File: src/common/mfc_pkg.sv
// shared constants and types of the modem frame control block
package mfc_pkg;
    // register indices on the serial configuration port
    localparam logic [5:0] MFC_ADDR_CTRL_A = 6'h11;
    localparam logic [5:0] MFC_ADDR_CTRL_B = 6'h12;
    localparam logic [5:0] MFC_ADDR_STRENGTH = 6'h13;
    // modem_control_a fields
    localparam int MFC_A_RSV_FRAME = 13;
    localparam int MFC_A_COORD = 12;
    localparam int MFC_A_ADR_EN = 11;
    localparam int MFC_A_HYST_LSB = 8;
    localparam int MFC_A_SEL_LSB = 6;
    localparam int MFC_A_AUTO_CHECKSUM_ENABLE = 5;
    localparam int MFC_A_AUTO_ACKNOWLEDGE_ENABLE = 4;
    localparam int MFC_A_PRE_LSB = 0;
    // modem_control_b fields
    localparam int MFC_B_CORR_LSB = 6;
    localparam int MFC_B_AVG = 5;
    localparam int MFC_B_MODUL = 4;
    localparam int MFC_B_TXSRC_LSB = 2;
    localparam int MFC_B_RXSNK_LSB = 0;
    // reset values and writable masks
    localparam logic [15:0] MFC_CTRL_A_RESET = 16'h0ae2;
    localparam logic [15:0] MFC_CTRL_A_MASK = 16'h3fff;
    localparam logic [15:0] MFC_CTRL_B_RESET = 16'h0000;
    localparam logic [15:0] MFC_CTRL_B_MASK = 16'h07ff;
    localparam logic [7:0] MFC_THR_RESET = 8'he0;
    localparam logic [7:0] MFC_STRENGTH_INVALID = 8'h80;
    // counts in symbol periods
    localparam logic [3:0] MFC_ACK_SYMBOLS = 4'hc;
    localparam logic [2:0] MFC_AVG_LAST = 3'h7;
    // serial port bit counts
    localparam logic [4:0] MFC_SPI_ADDR_LAST = 5'h07;
    localparam logic [4:0] MFC_SPI_WORD_LAST = 5'h17;
    // checksum, bit-reversed form of x^16+x^12+x^5+1
    localparam logic [15:0] MFC_CRC_POLY = 16'h8408;
    localparam logic [15:0] MFC_CRC_INIT = 16'h0000;
    localparam logic [7:0] MFC_PRBS_FEED = 8'hff;
    // modes
    localparam logic [1:0] MFC_SRC_BUFFER = 2'h0;
    localparam logic [1:0] MFC_SRC_SERIAL = 2'h1;
    localparam logic [1:0] MFC_SRC_LOOP = 2'h2;
    localparam logic [1:0] MFC_SRC_PRBS = 2'h3;
    localparam logic [1:0] MFC_SNK_BUFFER = 2'h0;
    localparam logic [1:0] MFC_SNK_PINS = 2'h1;
    localparam logic [1:0] MFC_SNK_LOOP = 2'h2;
    localparam logic [1:0] MFC_SEL_LEVEL = 2'h1;
    localparam logic [1:0] MFC_SEL_RXDATA = 2'h2;
    localparam logic [1:0] MFC_SEL_BOTH = 2'h3;
    typedef enum logic [2:0] {
        MFC_TX_IDLE = 3'b000,
        MFC_TX_PRE = 3'b001,
        MFC_TX_SYNC = 3'b010,
        MFC_TX_DATA = 3'b011,
        MFC_TX_CRC_LO = 3'b100,
        MFC_TX_CRC_HI = 3'b101
    } mfc_tx_state_t;
endpackage : mfc_pkg

File: src/mfc_crc16.sv
// byte-wide checksum engine, least significant bit first
`timescale 1ns/1ps
module mfc_crc16
    import mfc_pkg::*;
(
    input wire logic clk,
    input wire logic rst_n,
    input wire logic ce,
    input wire logic clear,
    input wire logic update,
    input wire logic [7:0] data,
    output logic [15:0] crc
);
    logic [15:0] crc_next;
    logic fb;

    always_comb
    begin
        crc_next = crc;
        fb = 1'b0;
        for (int i = 0; i < 8; i++)
        begin
            fb = crc_next[0] ^ data[i];
            crc_next = {1'b0, crc_next[15:1]} ^ (fb ? MFC_CRC_POLY : 16'h0000);
        end
    end

    always_ff @(posedge clk or negedge rst_n)
    begin
        if (!rst_n)
            crc <= MFC_CRC_INIT;
        else if (ce && clear)
            crc <= MFC_CRC_INIT;
        else if (ce && update)
            crc <= crc_next;
    end
endmodule : mfc_crc16

File: src/mfc_modem_frame_control.sv
// modem control registers, frame filter, channel assessment, tx/rx paths
`timescale 1ns/1ps
// How it works
// - filtering on: reserved frame types rejected
// - reserved acceptance bit: reserved types always accepted
// - filtering off accepts all frames
// - coordinator bit decides frames without destination
// - three-bit hysteresis field, reset two
// - level mode: clear below threshold minus hysteresis
// - data mode: clear unless valid data
// - both mode: level and no data
// - transmitter appends checksum after last byte
// - receiver checks checksum of each frame
// - acknowledge twelve symbols after good frame
// - preamble is field plus one zero bytes
// - averaging bit zero freezes offset filter on preamble match
// - modulation bit selects reversed phase
// - source zero buffer, one serial endless
// - source two loops buffer ignoring underflow
// - source three sends checksum pseudo-random data
// - sink zero buffer, one pins, three reserved
// - sink two loops buffer ignoring overflow
// - signed threshold resets to minus thirty-two
// - strength averaged eight symbols, invalid minus 128
module mfc_modem_frame_control
    import mfc_pkg::*;
(
    input wire logic clk,
    input wire logic rst_n,
    input wire logic ce,
    input wire logic spi_csn,
    input wire logic spi_sclk,
    input wire logic spi_si,
    output logic spi_so,
    input wire logic symbol_tick,
    input wire logic rx_on,
    input wire logic [7:0] rssi_sample,
    input wire logic rx_valid_data,
    input wire logic preamble_match,
    input wire logic rx_frame_start,
    input wire logic rx_byte_valid,
    input wire logic [7:0] rx_byte,
    input wire logic rx_frame_end,
    input wire logic [2:0] frame_type,
    input wire logic has_dst_addr,
    input wire logic addr_match,
    input wire logic ack_request,
    input wire logic rx_buf_full,
    input wire logic tx_start,
    input wire logic tx_stop,
    input wire logic tx_out_ready,
    input wire logic tx_buf_valid,
    input wire logic [7:0] tx_buf_data,
    input wire logic tx_buf_last,
    input wire logic [7:0] tx_serial_data,
    input wire logic [15:0] sync_pattern,
    output logic channel_clear_flag,
    output logic [7:0] signal_strength_value,
    output logic frame_accept,
    output logic rx_crc_ok,
    output logic ack_start,
    output logic offset_filter_freeze,
    output logic modulation_reversed,
    output logic [4:0] correlator_threshold,
    output logic tx_out_valid,
    output logic [7:0] tx_out_data,
    output logic tx_buf_pop,
    output logic rx_buf_wr,
    output logic [7:0] rx_buf_wdata,
    output logic rx_pin_valid,
    output logic [7:0] rx_pin_data
);
    ////////////////////////////////////////////////////////////////////////
    logic [15:0] ctrl_a_reg;
    logic [15:0] ctrl_b_reg;
    logic [7:0] thr_reg;
    logic [7:0] strength_reg;
    logic sclk_q_reg;
    logic [4:0] spi_cnt_reg;
    logic [15:0] spi_sh_reg;
    logic [15:0] spi_out_reg;
    logic [7:0] spi_addr_reg;

    wire sclk_rise = !spi_csn && spi_sclk && !sclk_q_reg;
    wire [15:0] spi_shift_w = {spi_sh_reg[14:0], spi_si};
    wire spi_addr_done = sclk_rise && spi_cnt_reg == MFC_SPI_ADDR_LAST;
    wire spi_data_done = sclk_rise && spi_cnt_reg == MFC_SPI_WORD_LAST;
    wire spi_wr = spi_data_done && spi_addr_reg[7:6] == 2'h0;
    wire wr_a = spi_wr && spi_addr_reg[5:0] == MFC_ADDR_CTRL_A;
    wire wr_b = spi_wr && spi_addr_reg[5:0] == MFC_ADDR_CTRL_B;
    wire wr_s = spi_wr && spi_addr_reg[5:0] == MFC_ADDR_STRENGTH;
    wire [5:0] rd_addr = spi_shift_w[5:0];
    wire rd_ok = !spi_shift_w[7];
    wire [15:0] rd_word =
        !rd_ok ? 16'h0000 :
        rd_addr == MFC_ADDR_CTRL_A ? ctrl_a_reg :
        rd_addr == MFC_ADDR_CTRL_B ? ctrl_b_reg :
        rd_addr == MFC_ADDR_STRENGTH ? {thr_reg, strength_reg} : 16'h0000;

    always_ff @(posedge clk or negedge rst_n)
    begin
        if (!rst_n)
        begin
            sclk_q_reg <= 1'b0;
            spi_cnt_reg <= 5'h00;
            spi_sh_reg <= 16'h0000;
            spi_addr_reg <= 8'h00;
            spi_out_reg <= 16'h0000;
            spi_so <= 1'b0;
        end
        else if (ce)
        begin
            sclk_q_reg <= spi_sclk;
            if (spi_csn)
                spi_cnt_reg <= 5'h00;
            else if (sclk_rise && spi_cnt_reg <= MFC_SPI_WORD_LAST)
                spi_cnt_reg <= spi_cnt_reg + 5'h01;
            if (sclk_rise)
                spi_sh_reg <= spi_shift_w;
            if (spi_addr_done)
            begin
                spi_addr_reg <= spi_shift_w[7:0];
                spi_so <= rd_word[15];
                spi_out_reg <= {rd_word[14:0], 1'b0};
            end
            else if (sclk_rise)
            begin
                spi_so <= spi_out_reg[15];
                spi_out_reg <= {spi_out_reg[14:0], 1'b0};
            end
        end
    end

    // reserved bits are dropped on write and read as zero
    always_ff @(posedge clk or negedge rst_n)
    begin
        if (!rst_n)
        begin
            ctrl_a_reg <= MFC_CTRL_A_RESET;
            ctrl_b_reg <= MFC_CTRL_B_RESET;
            thr_reg <= MFC_THR_RESET;
        end
        else if (ce)
        begin
            if (wr_a)
                ctrl_a_reg <= spi_shift_w & MFC_CTRL_A_MASK;
            if (wr_b)
                ctrl_b_reg <= spi_shift_w & MFC_CTRL_B_MASK;
            if (wr_s)
                thr_reg <= spi_shift_w[15:8];
        end
    end

    ////////////////////////////////////////////////////////////////////////
    wire rsv_accept = ctrl_a_reg[MFC_A_RSV_FRAME];
    wire coord = ctrl_a_reg[MFC_A_COORD];
    wire adr_en = ctrl_a_reg[MFC_A_ADR_EN];
    wire [2:0] hyst = ctrl_a_reg[MFC_A_HYST_LSB +: 3];
    wire [1:0] sel = ctrl_a_reg[MFC_A_SEL_LSB +: 2];
    wire auto_checksum_enable = ctrl_a_reg[MFC_A_AUTO_CHECKSUM_ENABLE];
    wire auto_acknowledge_enable = ctrl_a_reg[MFC_A_AUTO_ACKNOWLEDGE_ENABLE];
    wire [3:0] pre_n = ctrl_a_reg[MFC_A_PRE_LSB +: 4];
    wire avg_mode = ctrl_b_reg[MFC_B_AVG];
    wire [1:0] tx_src = ctrl_b_reg[MFC_B_TXSRC_LSB +: 2];
    wire [1:0] rx_snk = ctrl_b_reg[MFC_B_RXSNK_LSB +: 2];
    assign correlator_threshold = ctrl_b_reg[MFC_B_CORR_LSB +: 5];

    ////////////////////////////////////////////////////////////////////////
    logic signed [10:0] acc_reg;
    logic [2:0] avg_cnt_reg;
    logic lvl_clear_reg;
    wire signed [10:0] acc_sum = acc_reg + {{3{rssi_sample[7]}}, rssi_sample};
    wire signed [9:0] s_val = {{2{strength_reg[7]}}, strength_reg};
    wire signed [9:0] t_val = {{2{thr_reg[7]}}, thr_reg};
    wire signed [9:0] t_low = t_val - $signed({7'h00, hyst});
    wire lvl_below = s_val < t_low;
    wire lvl_above = s_val >= t_val;
    wire lvl_next = lvl_below ? 1'b1 : lvl_above ? 1'b0 : lvl_clear_reg;
    // combined mode, reserved select reads busy
    wire clear_next =
        sel == MFC_SEL_LEVEL ? lvl_next :
        sel == MFC_SEL_RXDATA ? !rx_valid_data :
        sel == MFC_SEL_BOTH ? lvl_next && !rx_valid_data : 1'b0;

    always_ff @(posedge clk or negedge rst_n)
    begin
        if (!rst_n)
        begin
            acc_reg <= 11'sh000;
            avg_cnt_reg <= 3'h0;
            strength_reg <= MFC_STRENGTH_INVALID;
        end
        else if (ce && !rx_on)
        begin
            acc_reg <= 11'sh000;
            avg_cnt_reg <= 3'h0;
            strength_reg <= MFC_STRENGTH_INVALID;
        end
        else if (ce && symbol_tick)
        begin
            avg_cnt_reg <= avg_cnt_reg + 3'h1;
            acc_reg <= avg_cnt_reg == MFC_AVG_LAST ? 11'sh000 : acc_sum;
            if (avg_cnt_reg == MFC_AVG_LAST)
                strength_reg <= acc_sum[10:3];
        end
    end
    assign signal_strength_value = strength_reg;

    always_ff @(posedge clk or negedge rst_n)
    begin
        if (!rst_n)
        begin
            lvl_clear_reg <= 1'b0;
            channel_clear_flag <= 1'b0;
        end
        else if (ce)
        begin
            lvl_clear_reg <= lvl_next;
            channel_clear_flag <= clear_next;
        end
    end

    ////////////////////////////////////////////////////////////////////////
    logic [15:0] rx_crc;
    logic ack_busy_reg;
    logic [3:0] ack_cnt_reg;
    mfc_crc16 u_rx_crc (
        .clk(clk),
        .rst_n(rst_n),
        .ce(ce),
        .clear(rx_frame_start),
        .update(rx_byte_valid && auto_checksum_enable),
        .data(rx_byte),
        .crc(rx_crc)
    );
    wire crc_good = auto_checksum_enable && rx_crc == 16'h0000;
    // reserved types decided by the acceptance bit alone
    // no destination address decided by role
    wire accept_w =
        !adr_en ? 1'b1 :
        frame_type[2] ? rsv_accept :
        !has_dst_addr ? coord : addr_match;
    wire ack_arm = rx_frame_end && accept_w && ack_request && crc_good
        && auto_acknowledge_enable;
    wire ack_fire = ack_busy_reg && symbol_tick
        && ack_cnt_reg == MFC_ACK_SYMBOLS - 4'h1;

    always_ff @(posedge clk or negedge rst_n)
    begin
        if (!rst_n)
        begin
            frame_accept <= 1'b0;
            rx_crc_ok <= 1'b0;
            ack_start <= 1'b0;
            ack_busy_reg <= 1'b0;
            ack_cnt_reg <= 4'h0;
        end
        else if (ce)
        begin
            frame_accept <= rx_frame_end && accept_w;
            rx_crc_ok <= rx_frame_end && crc_good;
            ack_start <= ack_fire;
            if (ack_arm)
            begin
                ack_busy_reg <= 1'b1;
                ack_cnt_reg <= 4'h0;
            end
            else if (ack_fire)
                ack_busy_reg <= 1'b0;
            else if (ack_busy_reg && symbol_tick)
                ack_cnt_reg <= ack_cnt_reg + 4'h1;
        end
    end

    always_ff @(posedge clk or negedge rst_n)
    begin
        if (!rst_n)
        begin
            offset_filter_freeze <= 1'b0;
            modulation_reversed <= 1'b0;
        end
        else if (ce)
        begin
            offset_filter_freeze <= !avg_mode && preamble_match;
            modulation_reversed <= ctrl_b_reg[MFC_B_MODUL];
        end
    end

    // buffer or pins, reserved sink drops data
    wire snk_buf = rx_byte_valid && ((rx_snk == MFC_SNK_BUFFER && !rx_buf_full)
        || rx_snk == MFC_SNK_LOOP);
    always_ff @(posedge clk or negedge rst_n)
    begin
        if (!rst_n)
        begin
            rx_buf_wr <= 1'b0;
            rx_buf_wdata <= 8'h00;
            rx_pin_valid <= 1'b0;
            rx_pin_data <= 8'h00;
        end
        else if (ce)
        begin
            rx_buf_wr <= snk_buf;
            rx_pin_valid <= rx_byte_valid && rx_snk == MFC_SNK_PINS;
            if (rx_byte_valid)
            begin
                rx_buf_wdata <= rx_byte;
                rx_pin_data <= rx_byte;
            end
        end
    end

    ////////////////////////////////////////////////////////////////////////
    mfc_tx_state_t tx_state_reg;
    mfc_tx_state_t tx_state_next;
    logic [3:0] tx_cnt_reg;
    logic [3:0] tx_cnt_next;
    logic [7:0] tx_byte_next;
    logic tx_emit;
    logic tx_take;
    logic [15:0] tx_crc;
    wire tx_free = !tx_out_valid || tx_out_ready;
    wire tx_go = tx_state_reg != MFC_TX_IDLE && !tx_out_valid;
    wire [7:0] data_src =
        tx_src == MFC_SRC_SERIAL ? tx_serial_data :
        tx_src == MFC_SRC_PRBS ? tx_crc[7:0] : tx_buf_data;
    wire [7:0] crc_feed = tx_src == MFC_SRC_PRBS ? MFC_PRBS_FEED : data_src;
    wire tx_data_upd = tx_go && tx_state_reg == MFC_TX_DATA && tx_emit;

    mfc_crc16 u_tx_crc (
        .clk(clk),
        .rst_n(rst_n),
        .ce(ce),
        .clear(tx_start && tx_state_reg == MFC_TX_IDLE),
        .update(tx_data_upd),
        .data(crc_feed),
        .crc(tx_crc)
    );

    always_comb
    begin
        tx_state_next = tx_state_reg;
        tx_cnt_next = tx_cnt_reg;
        tx_byte_next = 8'h00;
        tx_emit = 1'b0;
        tx_take = 1'b0;
        case (tx_state_reg)
            MFC_TX_IDLE:
            begin
                tx_cnt_next = 4'h0;
                if (tx_start)
                    tx_state_next = MFC_TX_PRE;
            end
            MFC_TX_PRE:
            begin
                tx_emit = 1'b1;
                tx_cnt_next = tx_cnt_reg + 4'h1;
                if (tx_cnt_reg == pre_n)
                begin
                    tx_cnt_next = 4'h0;
                    tx_state_next = MFC_TX_SYNC;
                end
            end
            MFC_TX_SYNC:
            begin
                tx_emit = 1'b1;
                tx_byte_next = tx_cnt_reg[0] ? sync_pattern[15:8]
                    : sync_pattern[7:0];
                tx_cnt_next = 4'h1;
                if (tx_cnt_reg[0])
                    tx_state_next = MFC_TX_DATA;
            end
            MFC_TX_DATA:
            begin
                // looping source pops regardless of underflow
                tx_emit = tx_src != MFC_SRC_BUFFER || tx_buf_valid;
                tx_take = tx_emit && (tx_src == MFC_SRC_BUFFER
                    || tx_src == MFC_SRC_LOOP);
                tx_byte_next = data_src;
                if (tx_emit && tx_src == MFC_SRC_BUFFER && tx_buf_last)
                    tx_state_next = auto_checksum_enable ? MFC_TX_CRC_LO : MFC_TX_IDLE;
            end
            MFC_TX_CRC_LO:
            begin
                tx_emit = 1'b1;
                tx_byte_next = tx_crc[7:0];
                tx_state_next = MFC_TX_CRC_HI;
            end
            MFC_TX_CRC_HI:
            begin
                tx_emit = 1'b1;
                tx_byte_next = tx_crc[15:8];
                tx_state_next = MFC_TX_IDLE;
            end
            default:
                tx_state_next = MFC_TX_IDLE;
        endcase
    end

    always_ff @(posedge clk or negedge rst_n)
    begin
        if (!rst_n)
        begin
            tx_state_reg <= MFC_TX_IDLE;
            tx_cnt_reg <= 4'h0;
            tx_out_valid <= 1'b0;
            tx_out_data <= 8'h00;
            tx_buf_pop <= 1'b0;
        end
        else if (ce)
        begin
            tx_buf_pop <= tx_go && tx_take;
            if (tx_stop)
                tx_state_reg <= MFC_TX_IDLE;
            else if (tx_go || tx_state_reg == MFC_TX_IDLE)
            begin
                tx_state_reg <= tx_state_next;
                tx_cnt_reg <= tx_cnt_next;
            end
            if (tx_go && tx_emit)
            begin
                tx_out_valid <= 1'b1;
                tx_out_data <= tx_byte_next;
            end
            else if (tx_free)
                tx_out_valid <= 1'b0;
        end
    end

    ////////////////////////////////////////////////////////////////////////
    AST_RSV_REJECT: assert property (
        @(posedge clk) disable iff (!rst_n)
        ce && rx_frame_end && adr_en && frame_type[2] && !rsv_accept
        |=> !frame_accept)
        else $error("reserved frame accepted");
    AST_RSV_ACCEPT: assert property (
        @(posedge clk) disable iff (!rst_n)
        ce && rx_frame_end && adr_en && frame_type[2] && rsv_accept
        |=> frame_accept)
        else $error("reserved frame rejected");
    AST_NO_FILTER: assert property (
        @(posedge clk) disable iff (!rst_n)
        ce && rx_frame_end && !adr_en |=> frame_accept)
        else $error("frame dropped with filter off");
    AST_COORD: assert property (
        @(posedge clk) disable iff (!rst_n)
        ce && rx_frame_end && adr_en && !frame_type[2] && !has_dst_addr
        |=> frame_accept == $past(coord))
        else $error("coordinator role ignored");
    AST_LEVEL_BUSY: assert property (
        @(posedge clk) disable iff (!rst_n)
        ce && sel == MFC_SEL_LEVEL && lvl_above |=> !channel_clear_flag)
        else $error("clear flag high above threshold");
    AST_DATA_MODE: assert property (
        @(posedge clk) disable iff (!rst_n)
        ce && sel == MFC_SEL_RXDATA
        |=> channel_clear_flag == !$past(rx_valid_data))
        else $error("data mode clear flag wrong");
    AST_ACK_DELAY: assert property (
        @(posedge clk) disable iff (!rst_n)
        ack_start |-> $past(ack_cnt_reg) == 4'hb && $past(symbol_tick))
        else $error("acknowledge not twelve symbols");
    AST_PREAMBLE_END: assert property (
        @(posedge clk) disable iff (!rst_n)
        ce && !tx_stop && tx_go && tx_state_reg == MFC_TX_PRE
        && tx_cnt_reg == pre_n |=> tx_state_reg == MFC_TX_SYNC && tx_out_valid
        && tx_out_data == 8'h00)
        else $error("preamble length wrong");
    AST_FREEZE: assert property (
        @(posedge clk) disable iff (!rst_n)
        ce |=> offset_filter_freeze == (!$past(avg_mode)
        && $past(preamble_match)))
        else $error("offset filter freeze wrong");
    AST_LOOP_POP: assert property (
        @(posedge clk) disable iff (!rst_n)
        ce && tx_go && tx_state_reg == MFC_TX_DATA && tx_src == MFC_SRC_LOOP
        |=> tx_buf_pop)
        else $error("looping source did not pop");
    AST_STRENGTH_OFF: assert property (
        @(posedge clk) disable iff (!rst_n)
        ce && !rx_on |=> signal_strength_value == MFC_STRENGTH_INVALID)
        else $error("strength valid while receiver off");
endmodule : mfc_modem_frame_control

File: config.mk
export PLATFORM = sky130hd
export DESIGN_NAME = mfc_modem_frame_control
export DESIGN_NICKNAME = d
export VERILOG_FILES = /design/src/common/mfc_pkg.sv /design/src/mfc_crc16.sv /design/src/mfc_modem_frame_control.sv
export SDC_FILE = /design/constraint.sdc
export NUM_CORES = 1
export LEC_CHECK = 0
export ABC_AREA = 0
export BUFFER_PORTS_ARGS = -buffer_cell sky130_fd_sc_hd__buf_2
export CORE_MARGIN = 2
export CORE_UTILIZATION = 55
export CTS_CLUSTER_SIZE = 16
export DETAILED_ROUTE_END_ITERATION = 10
export GPL_ROUTABILITY_DRIVEN = 0
export PLACE_DENSITY = 0.78
export REMOVE_ABC_BUFFERS = 1
export SYNTH_ARGS = -nofsm -noshare
export SYNTH_HDL_FRONTEND = slang
export SYNTH_SLANG_ARGS = --single-unit
File: constraint.sdc
create_clock -name clk -period 7 [get_ports clk]
set_input_delay 0.7 -clock clk [delete_from_list [all_inputs] [get_ports clk]]
set_output_delay 0.7 -clock clk [all_outputs]
set_load 0.005 [all_outputs]
### Yosys cells after proc, flatten, opt, wreduce, memory -nomap -nowiden

Cells that the tools add are included.
Widths: inputs -> output; s select.

| storage, ports and cells | value |
|---|---|
| output and inout port bits | 48 |
| word-level logic and storage cells | 256 |
| register bits | 172 |
| input port bits | 73 |

| cells by class | value |
|---|---|
| multiplexer cells | 70 |
| magnitude comparators | 3 |
| add/sub/neg operators | 6 |
| eq/ne operators | 29 |
| reductions and logical operators | 84 |
| bitwise operators | 33 |

Operators with widths:

| cell | number |
|---|---|
| $mux 16 | 26 |
| $xor 15x16->16 | 16 |
| $mux 8 | 7 |
| $logic_and 1x1->1 | 38 |
| $eq 6x5->1 const B | 6 |
| $mux 11 | 3 |
| $pmux 8 s4 | 1 |
| $mux 3 | 9 |
| $reduce_and 2->1 | 12 |
| $reduce_bool 2->1 | 11 |
| $logic_not 16->1 | 1 |
| $mux 4 | 4 |
| $xor 1x1->1 | 16 |
| $mux 1 | 15 |
| $pmux 3 s5 | 1 |
| $pmux 4 s3 | 1 |
| $add 11x11->11 | 1 |
| $eq 2x2->1 const B | 5 |
| $mux 5 | 2 |
| $eq 3x3->1 const B | 3 |
| $lt 8x9->1 | 1 |
| $ne 3x3->1 const B | 3 |
| $sub 8x4->9 | 1 |
| $add 4x1->4 const B | 2 |
| 24 further kinds | 40 |

### Longest topological paths before layout

| depth | value |
|---|---|
| word-level depth | 30 |
| mapped depth | 13 |
| mapped depth without buffers | 13 |

### Modules after synthesis

A second synthesis with hierarchy kept.

| second synthesis, totals | value |
|---|---|
| cell total of the unflattened synthesis | 932 |
| area total of the unflattened synthesis | 9964.6 um^2 |

Modules (own cells, without submodules):

| module | cells an instance | times used | area an instance (um^2) |
|---|---|---|---|
| mfc_modem_frame_control | 780 | 1 | 8050.2 |
| mfc_crc16 | 76 | 2 | 957.2 |

### Worst setup path after synthesis

No wires, ideal clock.

| timing path | value |
|---|---|
| path kind | reg-to-reg |
| from | reg ctrl_a_reg[9] |
| to | reg channel_clear_flag |
| clock period less this slack | 2.630 ns |
| setup slack | 4.370 ns |
| stages on the path, launching flop included | 14 |
| arrival time | 2.548 ns |
| data required time | 6.918 ns |
| buffers on the path | 0 |
| library setup time | 0.082 ns |
| cell sequence | dfstp_2 -> inv_1 -> ha_1 -> nor2b_1 -> o21ai_0 -> nand3_1 -> xnor2_1 -> ha_1 -> nor2_1 -> nand2_1 -> a2111oi_0 -> o21ai_0 -> and4_1 -> a31oi_1 |

| between the ends | value |
|---|---|
| cells in the longest elaborated chain, start to end | 7 |

RTL lines:

| element | RTL line | text |
|---|---|---|
| start: declaration | mfc_modem_frame_control.sv:74 | `logic [15:0] ctrl_a_reg;` |
| start signal: assignment | mfc_modem_frame_control.sv:146 | `ctrl_a_reg <= spi_shift_w & MFC_CTRL_A_MASK;` |
| $sub 8x4->9 (*) | mfc_modem_frame_control.sv:175 | `wire signed [9:0] t_low = t_val - $signed({7'h00, hyst});` |
| $lt 8x9->1 (*) | mfc_modem_frame_control.sv:176 | `wire lvl_below = s_val < t_low;` |
| $mux 1 (*) | mfc_modem_frame_control.sv:178 | `wire lvl_next = lvl_below ? 1'b1 : lvl_above ? 1'b0 : lvl_clear_reg;` |
| $logic_and 1x1->1 | mfc_modem_frame_control.sv:183 | `sel == MFC_SEL_BOTH ? lvl_next && !rx_valid_data : 1'b0;` |
| $mux 1 | mfc_modem_frame_control.sv:183 |  |
| $mux 1 | mfc_modem_frame_control.sv:182 | `sel == MFC_SEL_RXDATA ? !rx_valid_data :` |
| $mux 1 (*) | mfc_modem_frame_control.sv:181 | `sel == MFC_SEL_LEVEL ? lvl_next :` |
| end signal: assignment | mfc_modem_frame_control.sv:219 | `channel_clear_flag <= clear_next;` |
| end: declaration | mfc_modem_frame_control.sv:57 | `output logic channel_clear_flag,` |

Mark *: on every way between the ends. The rest lies on a longest branch, timed or not.
A chain may end at the register's enable or synchronous reset.

### Final worst setup path

| timing path | value |
|---|---|
| from | in ce |
| to | reg ctrl_b_reg[8] |

| between the ends | value |
|---|---|
| cells in the longest elaborated chain, start to end | 1 |

RTL lines:

| element | RTL line | text |
|---|---|---|
| start: declaration | mfc_modem_frame_control.sv:30 | `input wire logic ce,` |
| $reduce_and 2->1 (no line) | n/a |  |
| end signal: assignment | mfc_modem_frame_control.sv:148 | `ctrl_b_reg <= spi_shift_w & MFC_CTRL_B_MASK;` |
| end: declaration | mfc_modem_frame_control.sv:75 | `logic [15:0] ctrl_b_reg;` |

Every way passes these cells.

==> results.toml <==
[outcome]
run_status = "finished clean"

[power_and_ir_drop]
power.sequential.fraction_pct = 44.5
total_switching_power_uw = 892
peakVddDrop_mv = 0.193
leakage_uw = 0.00504
internal_power_uw = 1970
power_per_cell_area_nw_per_um2 = 268
p_comb_share_pct = 22.2
power.switching_fraction_pct = 31.2
power.share.clock_pct = 33.3

[yosys]
post_synthesis_sequential_area_ratio_pct = 45.2
synthesis.area_per_instance_um2 = 10.4
postSynthRegisterBits = 171
ys_types = 76
mappedNetlistArea_um2 = 9490
count_of_flip_flops_with_a_built_in_enable_after_synthesis = 0
async_reset_ff_share_pct = 100
synth_top_flop_cell = "dfrtp_1"
syn-instance-count = 910
synth_warnings = 0

[cts]
clk_buf_depth = 2
clock_latency_ps = 430
post-cts-setup-buffers = 0
cts_hold_repair.buffers = 0
tritoncts_clock_tree = "done"
htree_num_levels = 4
number_of_buffers_inserted_during_clock_tree_synthesis = 17
cts_resizes = 0
count_of_clock_tree_sinks = 171
clk_pin_slew_ps = 60
clockRootBuffer = "clkbuf_16"

[cells_and_area]
num-fill-cells = 1396
layout-drive-gt1-share_pct = 24.6
most-common-layout-cells = "dfrtp_1 (161), buf_2 (117), nand2_1 (81)"
storage_element_area_um2 = 4290
final_net_count = 1108
multi_input_comb_area_um2 = 4760
stdcell_count = 1238
stdcell_area_um2 = 10700
largestRegisters = "u_rx_crc.crc: 16 flops, u_tx_crc.crc: 16 flops"
layout.cells.most_common = "dfrtp_1"
layout-area-overhead-vs-synth_pct = 12.5

[die]
fp-row-count = 48
dieHeight_um = 135
ioPinCount = 121
die-area_um2 = 18300
floorplan.initialDensity_pct = 55.7
floorplan.core_area_um2 = 17100
die_width_um = 135

[sta]
fin_tns_setup_ps = 0
clock.fmax_ghz = 0.328
finalSetupViolCount = 0
finalCritPeriodShare_pct = 43.5
slew_limit_headroom_pct = 20.2
finClkSkew_ps = 8.65
finalHoldViolations = 0
worstMarginPinSlew_ps = 1190
hold_ws_ps = 345
timing.final.crit_period_ps = 3050
rsz0062_at_grt = "false"
final_max_slew_viol_count = 0

[route]
routed_via_density = 5.83
dr.max_layer_used = "met4"
detailedRoute.firstIterationViolations = 503
remaining_antenna_violation_count_after_routing = 0
dr_total_vias = 7223
wl_met1_mm = 9.37
detail_route.drc_violations = 0
met2_length_mm = 10.2
drt-total-wl_mm = 20.8
met3RoutedLength_um = 941
wire_per_inst_um = 16.8
drtPass1Iterations = 5

[setup_path]
worstPathMaxFanout = 32
critical_path.slowest_cell = "nor2_1"
cp-end-kind = "flop"
worst-endpoint-arrival_ps = 3360
cp_data_required_time_ps = 7310
path_cells = "buf_2 -> buf_4 -> inv_2 -> nor4b_1 -> and3_1 -> nand2_1 -> nor2_1 -> mux2_2"
timing_worst_setup_path_type = "input port to flop"
critPathLaunchType = "input port"
max_stage_delay_ps = 890

[placed_design]
port-buffer-count = 118
detailed_place.area_um2 = 10100
post-dp-hpwl_mm = 14.5
placed_cells = 1205

[hold_path]
hold_path_class = "input port to asynchronous set/reset pin"

[global_route]
number_of_global_route_vias_before_repair = 6799
grt_antenna_before_repair = 1
globalRoute.totalOverflow = 0
grt_first_pass_wirelength_mm = 34.1
groute.usage.overall_pct = 23.5
grt_start_max_net_pins = 91

[run]
drv.max_cap_violation_count = 0
==> path summary, 6_finish.rpt <==
check / start / endpoint / slack (ps) / cells past startpoint
setup / recovery: ce / ctrl_b_reg[8]$_DFFE_PN0P_ / 3950 / 8
hold / removal: rst_n / rx_pin_data[1]$_DFFE_PN0P_ / 350 / 1
setup reg to reg: ctrl_a_reg[9]$_DFFE_PN1P_ / channel_clear_flag$_DFFE_PN0P_ / 4000 / 13
hold reg to reg: tx_out_data[0]$_DFFE_PN0P_ / tx_out_data[0]$_DFFE_PN0P_ / 480 / 2
max in group asynchronous: rst_n / tx_out_data[2]$_DFFE_PN0P_ / 5140 / 2
min in group clk: rx_frame_start / u_rx_crc.crc[11]$_DFFE_PN0P_ / 470 / 2
==> Yosys cell counts, drive strengths merged (2+ instances only) <==
cell / number / share of area, %
a31oi: 7 / 0.46
nand3b: 2 / 0.16
nor3: 7 / 0.37
a211o: 2 / 0.20
nor3b: 2 / 0.21
mux2: 71 / 8.4
ha: 34 / 4.5
a21boi: 2 / 0.16
dfstp: 10 / 2.8
xnor2: 37 / 3.4
o2bb2ai: 4 / 0.37
xor2: 30 / 3.0
a21oi: 37 / 2.0
dfrtp: 161 / 42
a21o: 7 / 0.55
a22oi: 14 / 1.2
and3: 5 / 0.33
nor2: 65 / 2.6
o21ai: 66 / 3.5
nand3: 18 / 0.95
and2: 4 / 0.28
a32oi: 2 / 0.18
or4: 4 / 0.32
nor2b: 10 / 0.66
a32o: 5 / 0.53
inv: 25 / 0.99
clkbuf: 21 / 1.4
o22ai: 18 / 1.4
nor4: 15 / 0.99
nand2b: 15 / 0.99
a211oi: 9 / 0.71
nand2: 81 / 3.2
fa: 2 / 0.42
a2111oi: 3 / 0.28
nor4b: 5 / 0.53
mux2i: 27 / 2.8
buf: 32 / 2.1
a2bb2oi: 2 / 0.18
and3b: 2 / 0.18
or3: 4 / 0.26
a22o: 22 / 2.0
a41oi: 2 / 0.26
and4: 2 / 0.18
o21a: 2 / 0.16
==> power by group through the flow <==
stage                     sequential [µW]  combinational (µW)  clock, µW
after floorplan                      1250                 447          0
after global placement               1280                 616          0
after detailed placement             1290                 635          0
after CTS                            1270                 639        979
after global routing                 1290                 716       1010
final                                1270                 636        953
==> metal layers <==
layer,vias up,global-route usage [%]
li1,3452,-
met1,3562,32.3
met2,183,37.4
met3,26,4.26
met4,0,9.20
met5,-,0
==> critical path: cells and delay by family <==
kind | cells | cell delay, ps
muxes | 1 | 420
buffers and inverters | 3 | 670
and+or+nand+nor | 4 | 1540
==> logic make-up (layout without fill, tap and decap cells) <==
| family | after synthesis | after routing | synth area share, % |
|---|---|---|---|
| XOR/XNOR | 67 | 67 | 6.42 |
| AO/OA/AOI/OAI | 212 | 212 | 14.8 |
| flip-flops | 171 | 171 | 45.2 |
| adder cells (fa/ha/maj) | 36 | 36 | 4.90 |
| buffers and inverters | 80 | 182 | 4.68 |
| AND/OR/NAND/NOR | 246 | 246 | 12.7 |
| multiplexers | 98 | 98 | 11.3 |
| other | 0 | 1 | 0 |
==> metrics by stage <==
stage | worst slack [ps] | power [µW] | util, %
2_1_floorplan | 2870 | 1700 | -
3_3_place_gp | 3550 | 1900 | 59.1
3_5_place_dp | 3510 | 1920 | 59.1
4_1_cts | 3960 | 2890 | 62.6
5_1_grt | 3760 | 3020 | 62.6
6_report | 3950 | 2860 | 62.6
==> area by class of cell <==
type                            instances  area share, %
Tap cell                              225           2.63
Timing Repair Buffer                  125           6.08
Inverter                               25          0.878
Clock buffer                           20           4.37
Clock inverter                         12           1.28
Sequential cell                       171           40.2
Antenna cell                            1         0.0234
Multi-Input combinational cell        659           44.6
No activity file was read; power rests on OpenSTA's default activity.
